## src/shared/swm_pkg.sv

```systemverilog
// Constants, timing counts and types of the single-wire bus master
package swm_pkg;

  localparam int CLK_NS = 4;
  localparam int TMR_W  = 18;

  function automatic int cyc_up(input int ns);
    int c;
    c = (ns + CLK_NS - 1) / CLK_NS;
    return (c < 1) ? 1 : c;
  endfunction : cyc_up

  function automatic int cyc_dn(input int ns);
    int c;
    c = ns / CLK_NS;
    return (c < 1) ? 1 : c;
  endfunction : cyc_dn

  // Times in ns
  localparam int RST_FALL_NS     = 0;
  localparam int RST_LOW_STD_NS  = 690000;
  localparam int RST_LOW_OD_NS   = 70000;
  localparam int RST_HIGH_STD_NS = 480000;
  localparam int RST_HIGH_OD_NS  = 48000;
  localparam int PRES_STD_NS     = 70000;
  localparam int PRES_OD_NS      = 8500;
  localparam int W1L_STD_NS      = 6000;
  localparam int W1L_OD_NS       = 1000;
  localparam int W0L_STD_NS      = 60000;
  localparam int W0L_OD_NS       = 7500;
  localparam int RL_STD_NS       = 6000;
  localparam int RL_OD_NS        = 1000;
  localparam int MSR_STD_NS      = 13000;
  localparam int MSR_OD_NS       = 1750;
  localparam int REC_STD_NS      = 10000;
  localparam int REC_OD_NS       = 3000;

  // Cycle counts; least times round up, latest times round down
  localparam logic [TMR_W-1:0] RST_LOW_STD_CYC  =
    TMR_W'(cyc_up(RST_LOW_STD_NS + RST_FALL_NS));
  localparam logic [TMR_W-1:0] RST_LOW_OD_CYC   =
    TMR_W'(cyc_up(RST_LOW_OD_NS + RST_FALL_NS));
  localparam logic [TMR_W-1:0] RST_HIGH_STD_CYC = TMR_W'(cyc_up(RST_HIGH_STD_NS));
  localparam logic [TMR_W-1:0] RST_HIGH_OD_CYC  = TMR_W'(cyc_up(RST_HIGH_OD_NS));
  localparam logic [TMR_W-1:0] PRES_STD_CYC     = TMR_W'(cyc_up(PRES_STD_NS));
  localparam logic [TMR_W-1:0] PRES_OD_CYC      = TMR_W'(cyc_up(PRES_OD_NS));
  localparam logic [TMR_W-1:0] W1L_STD_CYC      = TMR_W'(cyc_dn(W1L_STD_NS));
  localparam logic [TMR_W-1:0] W1L_OD_CYC       = TMR_W'(cyc_dn(W1L_OD_NS));
  localparam logic [TMR_W-1:0] W0L_STD_CYC      = TMR_W'(cyc_up(W0L_STD_NS));
  localparam logic [TMR_W-1:0] W0L_OD_CYC       = TMR_W'(cyc_up(W0L_OD_NS));
  localparam logic [TMR_W-1:0] RL_STD_CYC       = TMR_W'(cyc_dn(RL_STD_NS));
  localparam logic [TMR_W-1:0] RL_OD_CYC        = TMR_W'(cyc_dn(RL_OD_NS));
  localparam logic [TMR_W-1:0] MSR_STD_CYC      = TMR_W'(cyc_dn(MSR_STD_NS));
  localparam logic [TMR_W-1:0] MSR_OD_CYC       = TMR_W'(cyc_dn(MSR_OD_NS));
  localparam logic [TMR_W-1:0] REC_STD_CYC      = TMR_W'(cyc_up(REC_STD_NS));
  localparam logic [TMR_W-1:0] REC_OD_CYC       = TMR_W'(cyc_up(REC_OD_NS));

  // User commands
  localparam int             OP_W         = 2;
  localparam logic [OP_W-1:0] OP_RESET     = 2'h0;
  localparam logic [OP_W-1:0] OP_RESET_STD = 2'h1;
  localparam logic [OP_W-1:0] OP_WRITE     = 2'h2;
  localparam logic [OP_W-1:0] OP_READ      = 2'h3;

  // ROM command bytes; the master watches the overdrive skip and match ones
  localparam logic [7:0] ROM_OD_SKIP  = 8'h3c;
  localparam logic [7:0] ROM_OD_MATCH = 8'h69;
  localparam logic [7:0] ROM_RESUME   = 8'ha5;

  localparam int FIFO_WIDTH = 8;
  localparam int FIFO_DEPTH = 8;

  typedef enum logic [2:0] {
    ST_IDLE,
    ST_RST_LOW,
    ST_RST_HIGH,
    ST_SLOT,
    ST_PUSH
  } swm_state_e;

endpackage : swm_pkg

```

## src/design/swm_fifo.sv

```systemverilog
// Receive FIFO between the slot engine and the user
`timescale 1ns/1ps
`default_nettype none
module swm_fifo #(
  parameter int unsigned WIDTH = 8,
  parameter int unsigned DEPTH = 8
) (
  input  wire logic             clk,
  input  wire logic             rst_n,
  input  wire logic             in_valid,
  output logic                  in_ready,
  input  wire logic [WIDTH-1:0] in_data,
  output logic                  out_valid,
  input  wire logic             out_ready,
  output logic      [WIDTH-1:0] out_data
);
  localparam int unsigned AW = (DEPTH > 1) ? $clog2(DEPTH) : 1;
  localparam int unsigned CW = $clog2(DEPTH + 1);

  logic [WIDTH-1:0] mem_reg [DEPTH];
  logic [AW-1:0]    wr_ptr_reg;
  logic [AW-1:0]    rd_ptr_reg;
  logic [CW-1:0]    count_reg;
  logic [CW-1:0]    count_next;
  logic             in_ready_reg;
  logic             out_valid_reg;
  logic             push;
  logic             pop;
  logic [WIDTH-1:0] out_data_reg;
  logic [AW-1:0]    rd_ptr_next;

  function automatic logic [AW-1:0] ptr_inc(input logic [AW-1:0] p);
    return (p == AW'(DEPTH - 1)) ? '0 : p + 1'b1;
  endfunction : ptr_inc

  assign push       = in_valid && in_ready_reg;
  assign pop        = out_valid_reg && out_ready;
  assign count_next = count_reg + CW'(push) - CW'(pop);
  assign in_ready   = in_ready_reg;
  assign out_valid  = out_valid_reg;
  assign rd_ptr_next = pop ? ptr_inc(rd_ptr_reg) : rd_ptr_reg;
  assign out_data   = out_data_reg;

  // Head is a flop for the user; a push into an emptying FIFO bypasses storage
  always_ff @(posedge clk)
  begin
    if (!rst_n)
      out_data_reg <= '0;
    else if (push && (count_reg == CW'(pop)))
      out_data_reg <= in_data;
    else
      out_data_reg <= mem_reg[rd_ptr_next];
  end

  always_ff @(posedge clk)
  begin
    if (push)
    begin
      mem_reg[wr_ptr_reg] <= in_data;
    end
  end

  always_ff @(posedge clk)
  begin
    if (!rst_n)
    begin
      wr_ptr_reg <= '0;
      rd_ptr_reg <= '0;
    end
    else
    begin
      if (push)
        wr_ptr_reg <= ptr_inc(wr_ptr_reg);
      if (pop)
        rd_ptr_reg <= ptr_inc(rd_ptr_reg);
    end
  end

  // Flags are registered from the next count so they never lag a transfer
  always_ff @(posedge clk)
  begin
    if (!rst_n)
    begin
      count_reg     <= '0;
      in_ready_reg  <= 1'b1;
      out_valid_reg <= 1'b0;
    end
    else
    begin
      count_reg     <= count_next;
      in_ready_reg  <= (count_next != CW'(DEPTH));
      out_valid_reg <= (count_next != '0);
    end
  end
endmodule : swm_fifo
`default_nettype wire

```

## src/design/swm_master.sv

```systemverilog
// Single-wire bus master: reset/presence, byte slots, speed tracking
// Contract
// - Reset of 690us returns standard speed.
// - After overdrive skip, master switches to overdrive.
// - Command 69h then 64-bit code at overdrive.
// - Master samples presence at the sample point.
// - Reset-high window covers presence and recovery.
// - Reset-high window 480us standard, 48us overdrive.
// - Write-one releases before maximum low time.
// - Write-zero holds low for minimum time.
// - Recovery interval before next slot.
// - Short read low, sample before latest point.
// - Wait full slot before next slot.
// - Reset low extended by fall time.
`timescale 1ns/1ps
`default_nettype none
module swm_master #(
  parameter int unsigned               FIFO_DEPTH   = swm_pkg::FIFO_DEPTH,
  parameter logic [swm_pkg::TMR_W-1:0] RST_LOW_STD  = swm_pkg::RST_LOW_STD_CYC,
  parameter logic [swm_pkg::TMR_W-1:0] RST_LOW_OD   = swm_pkg::RST_LOW_OD_CYC,
  parameter logic [swm_pkg::TMR_W-1:0] RST_HIGH_STD = swm_pkg::RST_HIGH_STD_CYC,
  parameter logic [swm_pkg::TMR_W-1:0] RST_HIGH_OD  = swm_pkg::RST_HIGH_OD_CYC,
  parameter logic [swm_pkg::TMR_W-1:0] PRES_STD     = swm_pkg::PRES_STD_CYC,
  parameter logic [swm_pkg::TMR_W-1:0] PRES_OD      = swm_pkg::PRES_OD_CYC,
  parameter logic [swm_pkg::TMR_W-1:0] W1L_STD      = swm_pkg::W1L_STD_CYC,
  parameter logic [swm_pkg::TMR_W-1:0] W1L_OD       = swm_pkg::W1L_OD_CYC,
  parameter logic [swm_pkg::TMR_W-1:0] W0L_STD      = swm_pkg::W0L_STD_CYC,
  parameter logic [swm_pkg::TMR_W-1:0] W0L_OD       = swm_pkg::W0L_OD_CYC,
  parameter logic [swm_pkg::TMR_W-1:0] RL_STD       = swm_pkg::RL_STD_CYC,
  parameter logic [swm_pkg::TMR_W-1:0] RL_OD        = swm_pkg::RL_OD_CYC,
  parameter logic [swm_pkg::TMR_W-1:0] MSR_STD      = swm_pkg::MSR_STD_CYC,
  parameter logic [swm_pkg::TMR_W-1:0] MSR_OD       = swm_pkg::MSR_OD_CYC,
  parameter logic [swm_pkg::TMR_W-1:0] REC_STD      = swm_pkg::REC_STD_CYC,
  parameter logic [swm_pkg::TMR_W-1:0] REC_OD       = swm_pkg::REC_OD_CYC
) (
  input  wire logic                    CLK,
  input  wire logic                    RST_N,
  input  wire logic                    CMD_VALID,
  output logic                         CMD_READY,
  input  wire logic [swm_pkg::OP_W-1:0] CMD_OP,
  input  wire logic [7:0]              CMD_DATA,
  output logic                         RX_VALID,
  input  wire logic                    RX_READY,
  output logic      [7:0]              RX_DATA,
  output logic                         PRESENCE,
  output logic                         OVERDRIVE,
  input  wire logic                    DQ_IN,
  output logic                         DQ_OUT,
  output logic                         DQ_OE
);
  import swm_pkg::*;

  swm_state_e       state_reg;
  swm_state_e       state_next;
  logic [TMR_W-1:0] timer_reg;
  logic [TMR_W-1:0] timer_next;
  logic [TMR_W-1:0] rst_low_cnt;
  logic [TMR_W-1:0] rst_high_cnt;
  logic [TMR_W-1:0] pres_cnt;
  logic [TMR_W-1:0] low_cnt;
  logic [TMR_W-1:0] samp_cnt;
  logic [TMR_W-1:0] slot_cnt;
  logic [2:0]       bit_idx_reg;
  logic [7:0]       shift_reg;
  logic [7:0]       cmd_byte_reg;
  logic             read_reg;
  logic             samp_bit_reg;
  logic             od_reg;
  logic             presence_reg;
  logic             rom_phase_reg;
  logic             cmd_ready_reg;
  logic             dq_oe_reg;
  logic             dq_out_reg;
  logic             dq_meta_reg;
  logic             dq_sync_reg;
  logic             cmd_take;
  logic             slot_end;
  logic             byte_done;
  logic             push_valid;
  logic             push_ready;

  function automatic logic [TMR_W-1:0] pick(
    input logic             fast,
    input logic [TMR_W-1:0] std_v,
    input logic [TMR_W-1:0] od_v
  );
    return fast ? od_v : std_v;
  endfunction : pick

  // Every waveform follows the current speed
  always_comb
  begin
    rst_low_cnt  = pick(od_reg, RST_LOW_STD, RST_LOW_OD);
    rst_high_cnt = pick(od_reg, RST_HIGH_STD, RST_HIGH_OD);
    pres_cnt     = pick(od_reg, PRES_STD, PRES_OD);
    samp_cnt     = pick(od_reg, MSR_STD, MSR_OD);
    // Slot length = longest low time plus recovery
    slot_cnt     = pick(od_reg, W0L_STD + REC_STD, W0L_OD + REC_OD);
    if (read_reg)
      low_cnt = pick(od_reg, RL_STD, RL_OD);
    else if (shift_reg[0])
      low_cnt = pick(od_reg, W1L_STD, W1L_OD);
    else
      low_cnt = pick(od_reg, W0L_STD, W0L_OD);
  end

  assign cmd_take  = CMD_VALID && cmd_ready_reg;
  assign slot_end  = (state_reg == ST_SLOT) && (timer_reg == slot_cnt - 1'b1);
  assign byte_done = slot_end && (bit_idx_reg == 3'h7);

  always_comb
  begin
    state_next = state_reg;
    timer_next = timer_reg + 1'b1;
    unique case (state_reg)
      ST_IDLE:
      begin
        timer_next = '0;
        if (cmd_take)
          state_next = (CMD_OP == OP_RESET || CMD_OP == OP_RESET_STD) ? ST_RST_LOW : ST_SLOT;
      end
      ST_RST_LOW:
      begin
        if (timer_reg == rst_low_cnt - 1'b1)
        begin
          state_next = ST_RST_HIGH;
          timer_next = '0;
        end
      end
      ST_RST_HIGH:
      begin
        if (timer_reg == rst_high_cnt - 1'b1)
        begin
          state_next = ST_IDLE;
          timer_next = '0;
        end
      end
      ST_SLOT:
      begin
        if (slot_end)
        begin
          timer_next = '0;
          if (bit_idx_reg == 3'h7)
            state_next = read_reg ? ST_PUSH : ST_IDLE;
        end
      end
      ST_PUSH:
      begin
        timer_next = '0;
        if (push_ready)
          state_next = ST_IDLE;
      end
    endcase
  end

  always_ff @(posedge CLK)
  begin
    if (!RST_N)
    begin
      state_reg     <= ST_IDLE;
      timer_reg     <= '0;
      cmd_ready_reg <= 1'b0;
    end
    else
    begin
      state_reg     <= state_next;
      timer_reg     <= timer_next;
      cmd_ready_reg <= (state_next == ST_IDLE);
    end
  end

  // Line drive lags the state by one cycle; durations stay exact
  always_ff @(posedge CLK)
  begin
    if (!RST_N)
    begin
      dq_oe_reg  <= 1'b0;
      dq_out_reg <= 1'b0;
    end
    else
    begin
      dq_oe_reg  <= (state_reg == ST_RST_LOW)
                    || (state_reg == ST_SLOT && timer_reg < low_cnt);
      dq_out_reg <= 1'b0;
    end
  end

  // The line is asynchronous to CLK
  always_ff @(posedge CLK)
  begin
    if (!RST_N)
    begin
      dq_meta_reg <= 1'b1;
      dq_sync_reg <= 1'b1;
    end
    else
    begin
      dq_meta_reg <= DQ_IN;
      dq_sync_reg <= dq_meta_reg;
    end
  end

  always_ff @(posedge CLK)
  begin
    if (!RST_N)
      samp_bit_reg <= 1'b1;
    else if (state_reg == ST_SLOT && read_reg && timer_reg == samp_cnt)
      samp_bit_reg <= dq_sync_reg;
  end

  // Bits leave and arrive least significant first
  always_ff @(posedge CLK)
  begin
    if (!RST_N)
    begin
      shift_reg    <= '0;
      cmd_byte_reg <= '0;
      bit_idx_reg  <= '0;
      read_reg     <= 1'b0;
    end
    else if (cmd_take)
    begin
      shift_reg    <= CMD_DATA;
      cmd_byte_reg <= CMD_DATA;
      bit_idx_reg  <= '0;
      read_reg     <= (CMD_OP == OP_READ);
    end
    else if (slot_end)
    begin
      shift_reg   <= {read_reg ? samp_bit_reg : 1'b0, shift_reg[7:1]};
      bit_idx_reg <= bit_idx_reg + 1'b1;
    end
  end

  always_ff @(posedge CLK)
  begin
    if (!RST_N)
      presence_reg <= 1'b0;
    else if (cmd_take && (CMD_OP == OP_RESET || CMD_OP == OP_RESET_STD))
      presence_reg <= 1'b0;
    else if (state_reg == ST_RST_HIGH && timer_reg == pres_cnt)
      presence_reg <= !dq_sync_reg;
  end

  // The first byte after a reset with presence is a ROM command
  always_ff @(posedge CLK)
  begin
    if (!RST_N)
      rom_phase_reg <= 1'b0;
    else if (state_reg == ST_RST_HIGH && state_next == ST_IDLE)
      rom_phase_reg <= presence_reg;
    // A write keeps the flag until its byte is out; reads and resets drop it
    else if (byte_done || (cmd_take && CMD_OP != OP_WRITE))
      rom_phase_reg <= 1'b0;
  end

  // A plain reset keeps the speed; only the long reset leaves overdrive
  always_ff @(posedge CLK)
  begin
    if (!RST_N)
      od_reg <= 1'b0;
    else if (cmd_take && CMD_OP == OP_RESET_STD)
      od_reg <= 1'b0;
    else if (byte_done && !read_reg && rom_phase_reg
             && (cmd_byte_reg == ROM_OD_SKIP || cmd_byte_reg == ROM_OD_MATCH))
      od_reg <= 1'b1;
  end

  assign push_valid = (state_reg == ST_PUSH);

  // A full FIFO holds the engine in ST_PUSH, so no byte is lost
  swm_fifo #(
    .WIDTH (FIFO_WIDTH),
    .DEPTH (FIFO_DEPTH)
  ) u_rx_fifo (
    .clk       (CLK),
    .rst_n     (RST_N),
    .in_valid  (push_valid),
    .in_ready  (push_ready),
    .in_data   (shift_reg),
    .out_valid (RX_VALID),
    .out_ready (RX_READY),
    .out_data  (RX_DATA)
  );

  assign CMD_READY = cmd_ready_reg;
  assign PRESENCE  = presence_reg;
  assign OVERDRIVE = od_reg;
  assign DQ_OE     = dq_oe_reg;
  assign DQ_OUT    = dq_out_reg;

  // Checking helpers: run lengths of driven and released line
  logic [TMR_W-1:0] oe_len_reg;
  logic [TMR_W-1:0] gap_len_reg;

  always_ff @(posedge CLK)
  begin
    if (!RST_N)
    begin
      oe_len_reg  <= '0;
      gap_len_reg <= '0;
    end
    else
    begin
      oe_len_reg  <= dq_oe_reg ? oe_len_reg + 1'b1 : '0;
      gap_len_reg <= dq_oe_reg ? '0 : (gap_len_reg == '1 ? gap_len_reg : gap_len_reg + 1'b1);
    end
  end
endmodule : swm_master
`default_nettype wire

```

## config.mk

```make
export PLATFORM = sky130hd
export DESIGN_NAME = swm_master
export DESIGN_NICKNAME = d
export VERILOG_FILES = /design/src/shared/swm_pkg.sv /design/src/design/swm_fifo.sv /design/src/design/swm_master.sv
export SDC_FILE = /design/constraint.sdc
export NUM_CORES = 1
export LEC_CHECK = 0
export ABC_AREA = 1
export BUFFER_PORTS_ARGS = -buffer_cell sky130_fd_sc_hd__buf_2
export CAP_MARGIN = 20
export CORE_UTILIZATION = 30
export CTS_CLUSTER_DIAMETER = 100
export DETAILED_ROUTE_END_ITERATION = 7
export MAX_ROUTING_LAYER = met4
export PLACE_DENSITY = 0.55
export SLEW_MARGIN = 20
export SYNTH_ARGS = -nofsm -noshare
export SYNTH_HDL_FRONTEND = slang
export SYNTH_SLANG_ARGS = --single-unit
```

## constraint.sdc

```tcl
create_clock -name CLK -period 3.2 [get_ports CLK]
set_clock_uncertainty 0.15 [all_clocks]
set_input_delay 0.32 -clock CLK [delete_from_list [all_inputs] [get_ports CLK]]
set_output_delay 0.32 -clock CLK [all_outputs]
set_load 0.1 [all_outputs]
```

==> flow_metrics.tcl, run 1 <==
set metrics [dict create \
    status "finished, final reports clean" \
    period_minus_slack_ns 2.57 \
    dr.pass1.iters 5 \
    crit_required_ns 3.36 \
    syn2layout_area_growth_pct 16.3 \
    post-route-drc-count 0 \
    static-leakage-power_nw 3.02 \
    clock-sinks 133 \
    die-area_sq_mm 0.0219 \
    fin_crit_sh 0.804 \
    core_sq_mm 0.0210 \
    drv_slew 0 \
    cp-start-kind "register" \
    endpoint_kind "register" \
    ios 29 \
    wl_met2_mm 6.76 \
    setup_violations 0 \
    multiInputGateArea_sq_mm 0.00264 \
    ys_top_cells_by_area "edfxtp_1 (30%), dfxtp_1 (22%), nand2_1 (9.5%), nor2_1 (6.3%), ha_1 (5.5%)" \
    h-tree-depth 4 \
    path_buf_inv 2 \
    power_density_mw_per_mm2 755 \
    final_nets 829 \
    synth_mux_area_frac 0 \
    largest_register_ff_count 64 \
    async_reset_ff_frac 0 \
    max_stage_delay_ns 0.44 \
    relSlewSlack 0.502 \
    maxCapViolations 0 \
    insertion_delay_ns 0.42 \
    drive_above_1_share 0.127 \
    routed_wl_mm 14.9 \
    grt_setup_unrepaired "no" \
    p_sw_frac 0.390 \
    path_delay_family "simple AND/OR/NAND/NOR gates" \
    synth_nets 790 \
    cts_tree "done" \
    p_comb_frac 0.306 \
    synth-xor-area-share 0.0151 \
    syn_area_sq_mm 0.00639 \
    first_global_vias 4955 \
    intPower_w 0.00342 \
    cts-root-buf "clkbuf_16" \
    post_synth_and_or_nand_nor_area_fraction 0.237 \
    cts-resized-gates 0 \
    grt_first_pass_wirelength_mm 24.9 \
    routed.top_layer "met4" \
    start_util 0.305 \
    reg2reg_depth 13 \
    p_switching_w 0.00218 \
    die_w_um 148 \
    port_buffers 27 \
    crit_chain "inv_8, ha_1, nor2_1, nand2_1, nor2_1, nand2_1, nor2_4, nand2_2, inv_2, o211ai_1, nand2_2, nor2_1, o21a_1" \
    vias_per_cell 4.67 \
    cts.clk_slew.worst_paths_ns 0.07 \
    clkPwrFrac 0.328 \
    fill_cells 2209 \
    seqPwrFrac 0.366 \
    min_path_type "in -> reg" \
    finish.utilization 0.354 \
    place_area_sq_mm 0.00685 \
    grt.total_usage 0.150 \
    fmax_mhz 389 \
    max_slew.worst_pin.slew_ns 0.744 \
    vdd_drop_max_mv 0.416 \
    dp_hpwl_mm 10.6 \
    path_class "reg -> reg" \
    hold_violations 0 \
    cts_hold_buf 1 \
    regArea_sq_mm 0.00330 \
    critical-path-slowest-cell "dfxtp_1" \
    synth_top_family_by_area "simple AND/OR/NAND/NOR gates" \
    dp_cells 1040 \
    dr.first_iter.drc_count 315 \
    yosysMostFrequentCell "nand2_1" \
    numCtsBuffers 17 \
    stdcell_area_sq_mm 0.00743 \
    yosysSeqAreaShare 0.517 \
    gp_congestion 0.879 \
    synth_flop_cell "dfxtp_1" \
    m1WireLength_mm 7.15 \
    cp_num_cells 13 \
    postSynthCellCount 746 \
    overflow 0 \
    fp-row-count 53 \
    synth_common_cells "nand2_1 (162), nor2_1 (107), inv_1 (79), dfxtp_1 (69), edfxtp_1 (64)" \
    yosysWarnings 0 \
    critPathArrivalTime_ns 2.73 \
    synth.top_cell.area_share 0.301 \
    cts_buffer_depth 2 \
    avgSynthCellArea_sq_um 8.56 \
    post_cts.repair.setup_buffers 0 \
    yosysTopAreaCell "edfxtp_1" \
    hold_path_depth 3 \
    cp_common_cell "nor2_1" \
    grt_max_degree 33 \
    synthAdderAreaFrac 0.0580 \
    ys_types 45 \
    synth-compound-area-share 0.102 \
    stdcell_count 1073 \
    grt_antenna_before_repair 0 \
    die_h_um 148 \
    wl_per_cell_um 13.9 \
    ys_ff_latch 133 \
    ant_nets 0 \
    setup_tns_ns 0 \
    synth_edf_count 64 \
    antenna_cells 0 \
    via_count 5007 \
    dr_wl_met3_um 716 \
    crit_path_max_fanout 19 \
]
==> worst min-delay path, delay by kind of cell <==
family                 cells  cell delay (ns)
AOI/OAI and AO/OA          1             0.10
buffers and inverters      1             0.08
and+or+nand+nor            1             0.07
==> cell families after synthesis <==
group,after synthesis
flops,133
buf+inv,107
fa+ha+maj,29
simple gates,352
xor+xnor,11
other cells,1
compound gates,113
==> metal layers <==
metal  track usage  vias to the layer above
met1         0.187                     2310
met2         0.236                      107
met3        0.0364                       19
met4        0.0521                        0
met5             -                        -
li1              -                     2571
==> power groups by stage <==
stage          Combinational (W)  Clock [W]  Sequential (W)
2_1_floorplan           0.000949          0         0.00249
3_3_place_gp             0.00172          0         0.00210
3_5_place_dp             0.00172          0         0.00209
4_1_cts                  0.00173    0.00188         0.00206
5_1_grt                  0.00191    0.00195         0.00207
6_report                 0.00171    0.00184         0.00205
==> stage by stage <==
stage	hold slack (ns)	setup slack, ns	total power, W
after CTS	0.0332	0.637	0.00567
after floorplan	0.243	0.219	0.00344
after global placement	0.251	0.662	0.00382
after global routing	0.0501	0.328	0.00593
final	0.0405	0.628	0.00561
after detailed placement	0.249	0.662	0.00381
==> worst paths after layout <==
kind              slack [ns]              startpoint                            to
setup / recovery        0.63  OVERDRIVE$_SDFFE_PP0P_      timer_reg[12]$_SDFF_PN0_
hold / removal          0.04             CMD_DATA[4]  cmd_byte_reg[4]$_SDFFE_PN0P_
setup reg to reg        0.63  OVERDRIVE$_SDFFE_PP0P_      timer_reg[12]$_SDFF_PN0_
hold reg to reg         0.26  dq_meta_reg$_SDFF_PN1_        dq_sync_reg$_SDFF_PN1_
==> final cells by class <==
cell class / count / share of cell area
flip-flops and latches: 133 / 0.445
multi-input cells: 506 / 0.355
clock buffers: 17 / 0.0573
well taps: 275 / 0.0463
inverters: 85 / 0.0440
repair buffers: 42 / 0.0337
clock inverters: 15 / 0.0190
==> cell usage in the layout (no fill, tap or decap), types with 2 or more instances in the layout <==
cell       instances
nor2_4             2
o21ai_2            2
nor2_2             5
ha_1              28
inv_6              4
inv_8              4
nand4_1           10
o22ai_1           14
clkbuf_16         17
or2_2              3
a21oi_1           38
inv_2              5
o31ai_1            3
o21ai_0           32
xor2_1             8
nor2_1           107
o211ai_1           8
nand3_2            2
nor4_1             4
clkinv_4           5
nand3_1           30
nand2_1          162
a31oi_1            8
buf_2             27
xnor2_1            3
nand2_2            5
nor3_1            17
inv_1             79
buf_4             14
a211oi_1           3
edfxtp_1          64
dfxtp_1           69
(Power assumes the default switching activity.)
==> run 2: changes to the inputs <==
==> constraint.sdc (replaced) <==
create_clock -name CLK -period 2.6 [get_ports CLK]
set_clock_uncertainty 0.15 [all_clocks]
set_input_delay 0.26 -clock CLK [delete_from_list [all_inputs] [get_ports CLK]]
set_output_delay 0.26 -clock CLK [all_outputs]
set_load 0.1 [all_outputs]
==> flow_metrics.tcl, run 2 (synthesis results as in run 1) <==
set metrics [dict create \
    fin_ws_ns 0.310 \
    dp_hpwl_mm 10.6 \
    crit_chain "inv_8, ha_1, nor2_1, nand2_1, nor2_1, nand2_1, nor2_4, nand3_1, nand2_1, nand2_1, nor2_1, nand3_1, nand2_1, inv_1, nor2_1" \
    r2r_slack_ns 0.31 \
    cts_buffer_depth 2 \
    p_comb_frac 0.314 \
    rr_startpoint "OVERDRIVE$_SDFFE_PP0P_" \
    fin_crit_sh 0.881 \
    gp_congestion 0.836 \
    p_switching_w 0.00268 \
    static-leakage-power_nw 3.10 \
    dp_cells 1049 \
    post-route-drc-count 2 \
    first_global_vias 4889 \
    max_stage_delay_ns 0.39 \
    vias_per_cell 4.64 \
    grt_first_pass_wirelength_mm 24.9 \
    cp-start-kind "register" \
    stdcell_count 1088 \
    cts_tree "done" \
    routed_wl_mm 15.1 \
    drive_above_1_share 0.135 \
    dr.first_iter.drc_count 285 \
    dr.pass1.iters 6 \
    die-area_sq_mm 0.0219 \
    intPower_w 0.00434 \
    ant_nets 0 \
    min_path_type "in -> reg" \
    critPathArrivalTime_ns 2.50 \
    fmax_mhz 437 \
    insertion_delay_ns 0.42 \
    cp_num_cells 15 \
    fill_cells 2163 \
    syn2layout_area_growth_pct 18.4 \
    cts-root-buf "clkbuf_16" \
    antenna_cells 0 \
    fp-row-count 53 \
    path_buf_inv 2 \
    die_w_um 148 \
    setup_violations 0 \
    reg2reg_to "rom_phase_reg$_SDFFE_PN0P_" \
    grt_antenna_before_repair 0 \
    violations "design-rule violations" \
    mostFrequentLayoutCell "nand2_1" \
    worstSetupStartpoint "OVERDRIVE$_SDFFE_PP0P_" \
    stdcell_area_sq_mm 0.00756 \
    ios 29 \
    p_sw_frac 0.382 \
    post_cts.repair.setup_buffers 0 \
    hold_violations 0 \
    reg2reg_depth 15 \
    clkPwrFrac 0.327 \
    drv_slew 0 \
    endpoint "rom_phase_reg$_SDFFE_PN0P_" \
    dp_slack_ns 0.250 \
    die_h_um 148 \
    status "complete, but fails checks" \
    grt.total_usage 0.151 \
    cts.clk_slew.worst_paths_ns 0.06 \
    port_buffers 27 \
    power_density_mw_per_mm2 927 \
    crit_required_ns 2.81 \
    h-tree-depth 4 \
    via_count 5045 \
    overflow 0 \
    largest_register_ff_count 64 \
    mostFrequentLayoutCells "nand2_1 (162), nor2_1 (106), inv_1 (79), dfxtp_1 (67), edfxtp_1 (64)" \
    path_delay_family "simple AND/OR/NAND/NOR gates" \
    core_sq_mm 0.0210 \
    clock-sinks 133 \
    endpoint_kind "register" \
    period_minus_slack_ns 2.29 \
    critical-path-slowest-cell "dfxtp_4" \
    numCtsBuffers 17 \
    final_nets 844 \
    seqPwrFrac 0.359 \
    path_class "reg -> reg" \
    maxCapViolations 0 \
    grt_max_degree 33 \
    start_util 0.305 \
    setup_tns_ns 0 \
    grt_setup_unrepaired "no" \
    cp_common_cell "nand2_1" \
    wl_per_cell_um 13.8 \
    hold_slack_ns 0.0199 \
    vdd_drop_max_mv 0.486 \
    crit_path_max_fanout 19 \
    place_area_sq_mm 0.00692 \
]
## run 2: cell types whose count changed in the layout (fill, tap and decap cells not counted), moves of 2 or more
cell,before,now
dlygate4sd3_1,1,7
dfxtp_1,69,67
inv_8,4,1
clkinv_4,5,3
clkinv_1,0,3
buf_4,14,23
## run 2: timing repair
action | 4_1_cts | 5_1_grt
hold endpoints to repair | 8 | 0
endpoints found under the setup margin | 0 | 2
hold buffers | 7 | 0
gates resized for setup | 0 | 2
## run 2: area by class of cell
| cell class | count | area, sq um | share of cell area |
|---|---|---|---|
| Sequential cell | 133 | 3310 | 0.437 |
| Multi-Input combinational cell | 506 | 2640 | 0.349 |
| Clock buffer | 18 | 439 | 0.0581 |
| Timing Repair Buffer | 57 | 378 | 0.0500 |
| Tap cell | 275 | 344 | 0.0455 |
| Inverter | 85 | 327 | 0.0432 |
| Clock inverter | 14 | 124 | 0.0164 |
## run 2: power by group through the flow
stage | clock, W | combinational [W] | sequential (W)
finish | 0.00229 | 0.00220 | 0.00252
global route | 0.00242 | 0.00246 | 0.00254
CTS | 0.00233 | 0.00221 | 0.00252
detailed placement | 0 | 0.00220 | 0.00256
global placement | 0 | 0.00219 | 0.00256
floorplan | 0 | 0.00117 | 0.00307
## run 2: worst min path at each step
stage / from / to / slack (ns) / cells past startpoint
4_1_cts: CMD_DATA[6] / cmd_byte_reg[6]$_SDFFE_PN0P_ / 0.006 / 3
3_5_place_dp: dq_meta_reg$_SDFF_PN1_ / dq_sync_reg$_SDFF_PN1_ / 0.25 / 1
6_report: CMD_DATA[6] / cmd_byte_reg[6]$_SDFFE_PN0P_ / 0.02 / 3
5_1_grt: CMD_DATA[6] / cmd_byte_reg[6]$_SDFFE_PN0P_ / 0.02 / 3
3_3_place_gp: dq_meta_reg$_SDFF_PN1_ / dq_sync_reg$_SDFF_PN1_ / 0.24 / 1
2_1_floorplan: DQ_IN / dq_meta_reg$_SDFF_PN1_ / 0.22 / 1
## run 2: tightest hold or removal path, stage by stage
cell     delay, ns
buf_2         0.09
nand2_1       0.11
a21oi_1       0.07
## run 2: stage by stage
step | utilization | power, W
after floorplan | - | 0.00424
after global placement | 0.330 | 0.00475
after detailed placement | 0.330 | 0.00476
after CTS | 0.361 | 0.00706
after global routing | 0.361 | 0.00742
final | 0.361 | 0.00701
## run 2: layer usage
layer,GRT usage,part of all wire
met4,0.0490,0.012
met3,0.0293,0.038
met1,0.191,0.48
met5,-,0
met2,0.243,0.47
==> run 3: changes to the inputs <==
--- a/config.mk
+++ b/config.mk
@@ -8,12 +8,13 @@
 export ABC_AREA = 1
 export BUFFER_PORTS_ARGS = -buffer_cell sky130_fd_sc_hd__buf_2
 export CAP_MARGIN = 20
-export CORE_UTILIZATION = 30
+export CORE_UTILIZATION = 52
 export CTS_CLUSTER_DIAMETER = 100
 export DETAILED_ROUTE_END_ITERATION = 7
 export MAX_ROUTING_LAYER = met4
-export PLACE_DENSITY = 0.55
+export PLACE_DENSITY = 0.79
 export SLEW_MARGIN = 20
 export SYNTH_ARGS = -nofsm -noshare
 export SYNTH_HDL_FRONTEND = slang
 export SYNTH_SLANG_ARGS = --single-unit
+export TNS_END_PERCENT = 5
==> flow_metrics.tcl, run 3 (synthesis results as in run 1) <==
set metrics [dict create \
    reg2reg_depth 13 \
    reg2reg_to "u_rx_fifo.out_data[2]$_SDFF_PN0_" \
    mostFrequentLayoutCells "nand2_1 (162), nor2_1 (107), inv_1 (79), dfxtp_1 (67), edfxtp_1 (64)" \
    static-leakage-power_nw 3.08 \
    post_cts.repair.setup_buffers 0 \
    via_count 5243 \
    worstSetupStartpoint "u_rx_fifo.rd_ptr_reg[0]$_SDFF_PN0_" \
    period_minus_slack_ns 2.43 \
    maxCapViolations 0 \
    crit_path_max_fanout 19 \
    setup_violations 0 \
    power_density_mw_per_mm2 960 \
    dp_hpwl_mm 9.58 \
    cts.clk_slew.worst_paths_ns 0.06 \
    mostFrequentLayoutCell "nand2_1" \
    r2r_slack_ns 0.17 \
    hold_violations 0 \
    p_switching_w 0.00263 \
    antenna_cells 0 \
    insertion_delay_ns 0.42 \
    fin_ws_ns 0.175 \
    path_buf_inv 3 \
    dp_slack_ns 0.156 \
    numCtsBuffers 17 \
    relSlewSlack 0.580 \
    dr.first_iter.drc_count 341 \
    largest_register_ff_count 64 \
    cts-root-buf "clkbuf_16" \
    intPower_w 0.00448 \
    ant_nets 0 \
    p_comb_frac 0.307 \
    dr.pass1.iters 5 \
    grt_max_degree 33 \
    path_delay_family "buffers and inverters" \
    cts_tree "done" \
    h-tree-depth 4 \
    overflow 0 \
    wl_per_cell_um 15.1 \
    die-area_sq_mm 0.0127 \
    p_total_w 0.00711 \
    status "finished, final reports clean" \
    p_sw_frac 0.370 \
    critPathArrivalTime_ns 2.64 \
    setup_tns_ns 0 \
    clkPwrFrac 0.338 \
    final_nets 841 \
    grt_setup_unrepaired "yes" \
    routed_wl_mm 14.4 \
    fp-row-count 40 \
    grt_first_pass_wirelength_mm 24.2 \
    max_slew.worst_pin.slew_ns 0.630 \
    die_w_um 113 \
    start_util 0.532 \
    post-route-drc-count 0 \
    crit_required_ns 2.81 \
    ios 29 \
    fmax_mhz 412 \
    endpoint "u_rx_fifo.out_data[2]$_SDFF_PN0_" \
    grt.total_usage 0.253 \
    gp_congestion 0.907 \
    cp-start-kind "register" \
    grt_antenna_before_repair 0 \
    syn2layout_area_growth_pct 15.9 \
    cp_num_cells 13 \
    seqPwrFrac 0.355 \
    crit_chain "ha_1, ha_1, nor2_1, nand2_1, nand2_1, inv_1, buf_4, o21ai_0, o22ai_1, nand2_1, nand3_1, o211ai_1, inv_1" \
    critical-path-slowest-cell "inv_1" \
    core_sq_mm 0.0120 \
    clock-sinks 133 \
    drive_above_1_share 0.127 \
    cts_buffer_depth 2 \
    min_path_type "in -> reg" \
    hold_slack_ns 0.0156 \
    path_class "reg -> reg" \
    endpoint_kind "register" \
    vias_per_cell 5.48 \
    drv_slew 0 \
    vdd_drop_max_mv 0.424 \
    die_h_um 113 \
    first_global_vias 5028 \
    fin_crit_sh 0.933 \
    max_stage_delay_ns 0.47 \
    port_buffers 27 \
    cp_common_cell "nand2_1" \
    rr_startpoint "u_rx_fifo.rd_ptr_reg[0]$_SDFF_PN0_" \
]
## run 3: layout make-up
| cell class | instances | area (sq um) |
|---|---|---|
| clock buffer | 17 | 425 |
| clock inverter | 15 | 163 |
| fill | 1003 | 4610 |
| inverter | 85 | 327 |
| multi-input combinational | 506 | 2640 |
| sequential | 133 | 3310 |
| tap | 147 | 184 |
| timing repair buffer | 54 | 358 |
## run 3: worst min-delay path, cell delays in order
cell and delay [ns]:
buf_2 0.10, nand2_1 0.10, a21oi_1 0.07
## run 3: worst min path at each step
| stage | startpoint | depth (start not counted) | slack [ns] | endpoint |
|---|---|---|---|---|
| final | CMD_DATA[3] | 3 | 0.02 | cmd_byte_reg[3]$_SDFFE_PN0P_ |
| after global routing | CMD_DATA[3] | 3 | 0.01 | cmd_byte_reg[3]$_SDFFE_PN0P_ |
| after CTS | CMD_DATA[3] | 3 | 0.001 | cmd_byte_reg[3]$_SDFFE_PN0P_ |
| after detailed placement | dq_meta_reg$_SDFF_PN1_ | 1 | 0.25 | dq_sync_reg$_SDFF_PN1_ |
| after global placement | dq_meta_reg$_SDFF_PN1_ | 1 | 0.24 | dq_sync_reg$_SDFF_PN1_ |
| after floorplan | DQ_IN | 1 | 0.22 | dq_meta_reg$_SDFF_PN1_ |
## run 3: per-layer routing
metal / vias up / track usage / share of wire
li1: 2593 / - / -
met1: 2443 / 0.294 / 0.41
met2: 180 / 0.428 / 0.51
met3: 27 / 0.0487 / 0.057
met4: 0 / 0.108 / 0.020
met5: - / - / 0
## run 3: stage by stage
| step | util | instances | instance area (sq um) |
|---|---|---|---|
| final | 0.616 | 957 | 7400 |
| after global routing | 0.616 | 957 | 7400 |
| after CTS | 0.616 | 957 | 7400 |
| after detailed placement | 0.560 | 917 | 6730 |
| after global placement | 0.560 | 917 | 6730 |
| after floorplan | - | 746 | 6390 |
## run 3: power groups by stage
stage          registers [W]  clock network [W]  logic (W)
2_1_floorplan        0.00307                  0    0.00117
3_5_place_dp         0.00256                  0    0.00215
4_1_cts              0.00252            0.00241    0.00218
6_report             0.00252            0.00240    0.00218
5_1_grt              0.00254            0.00250    0.00241
3_3_place_gp         0.00256                  0    0.00210
## run 3: repair_timing
item | CTS | global route
endpoints found under the setup margin | 0 | 4
hold endpoints to repair | 7 | 0
hold buffers | 8 | 0
gates resized for setup | 0 | 1
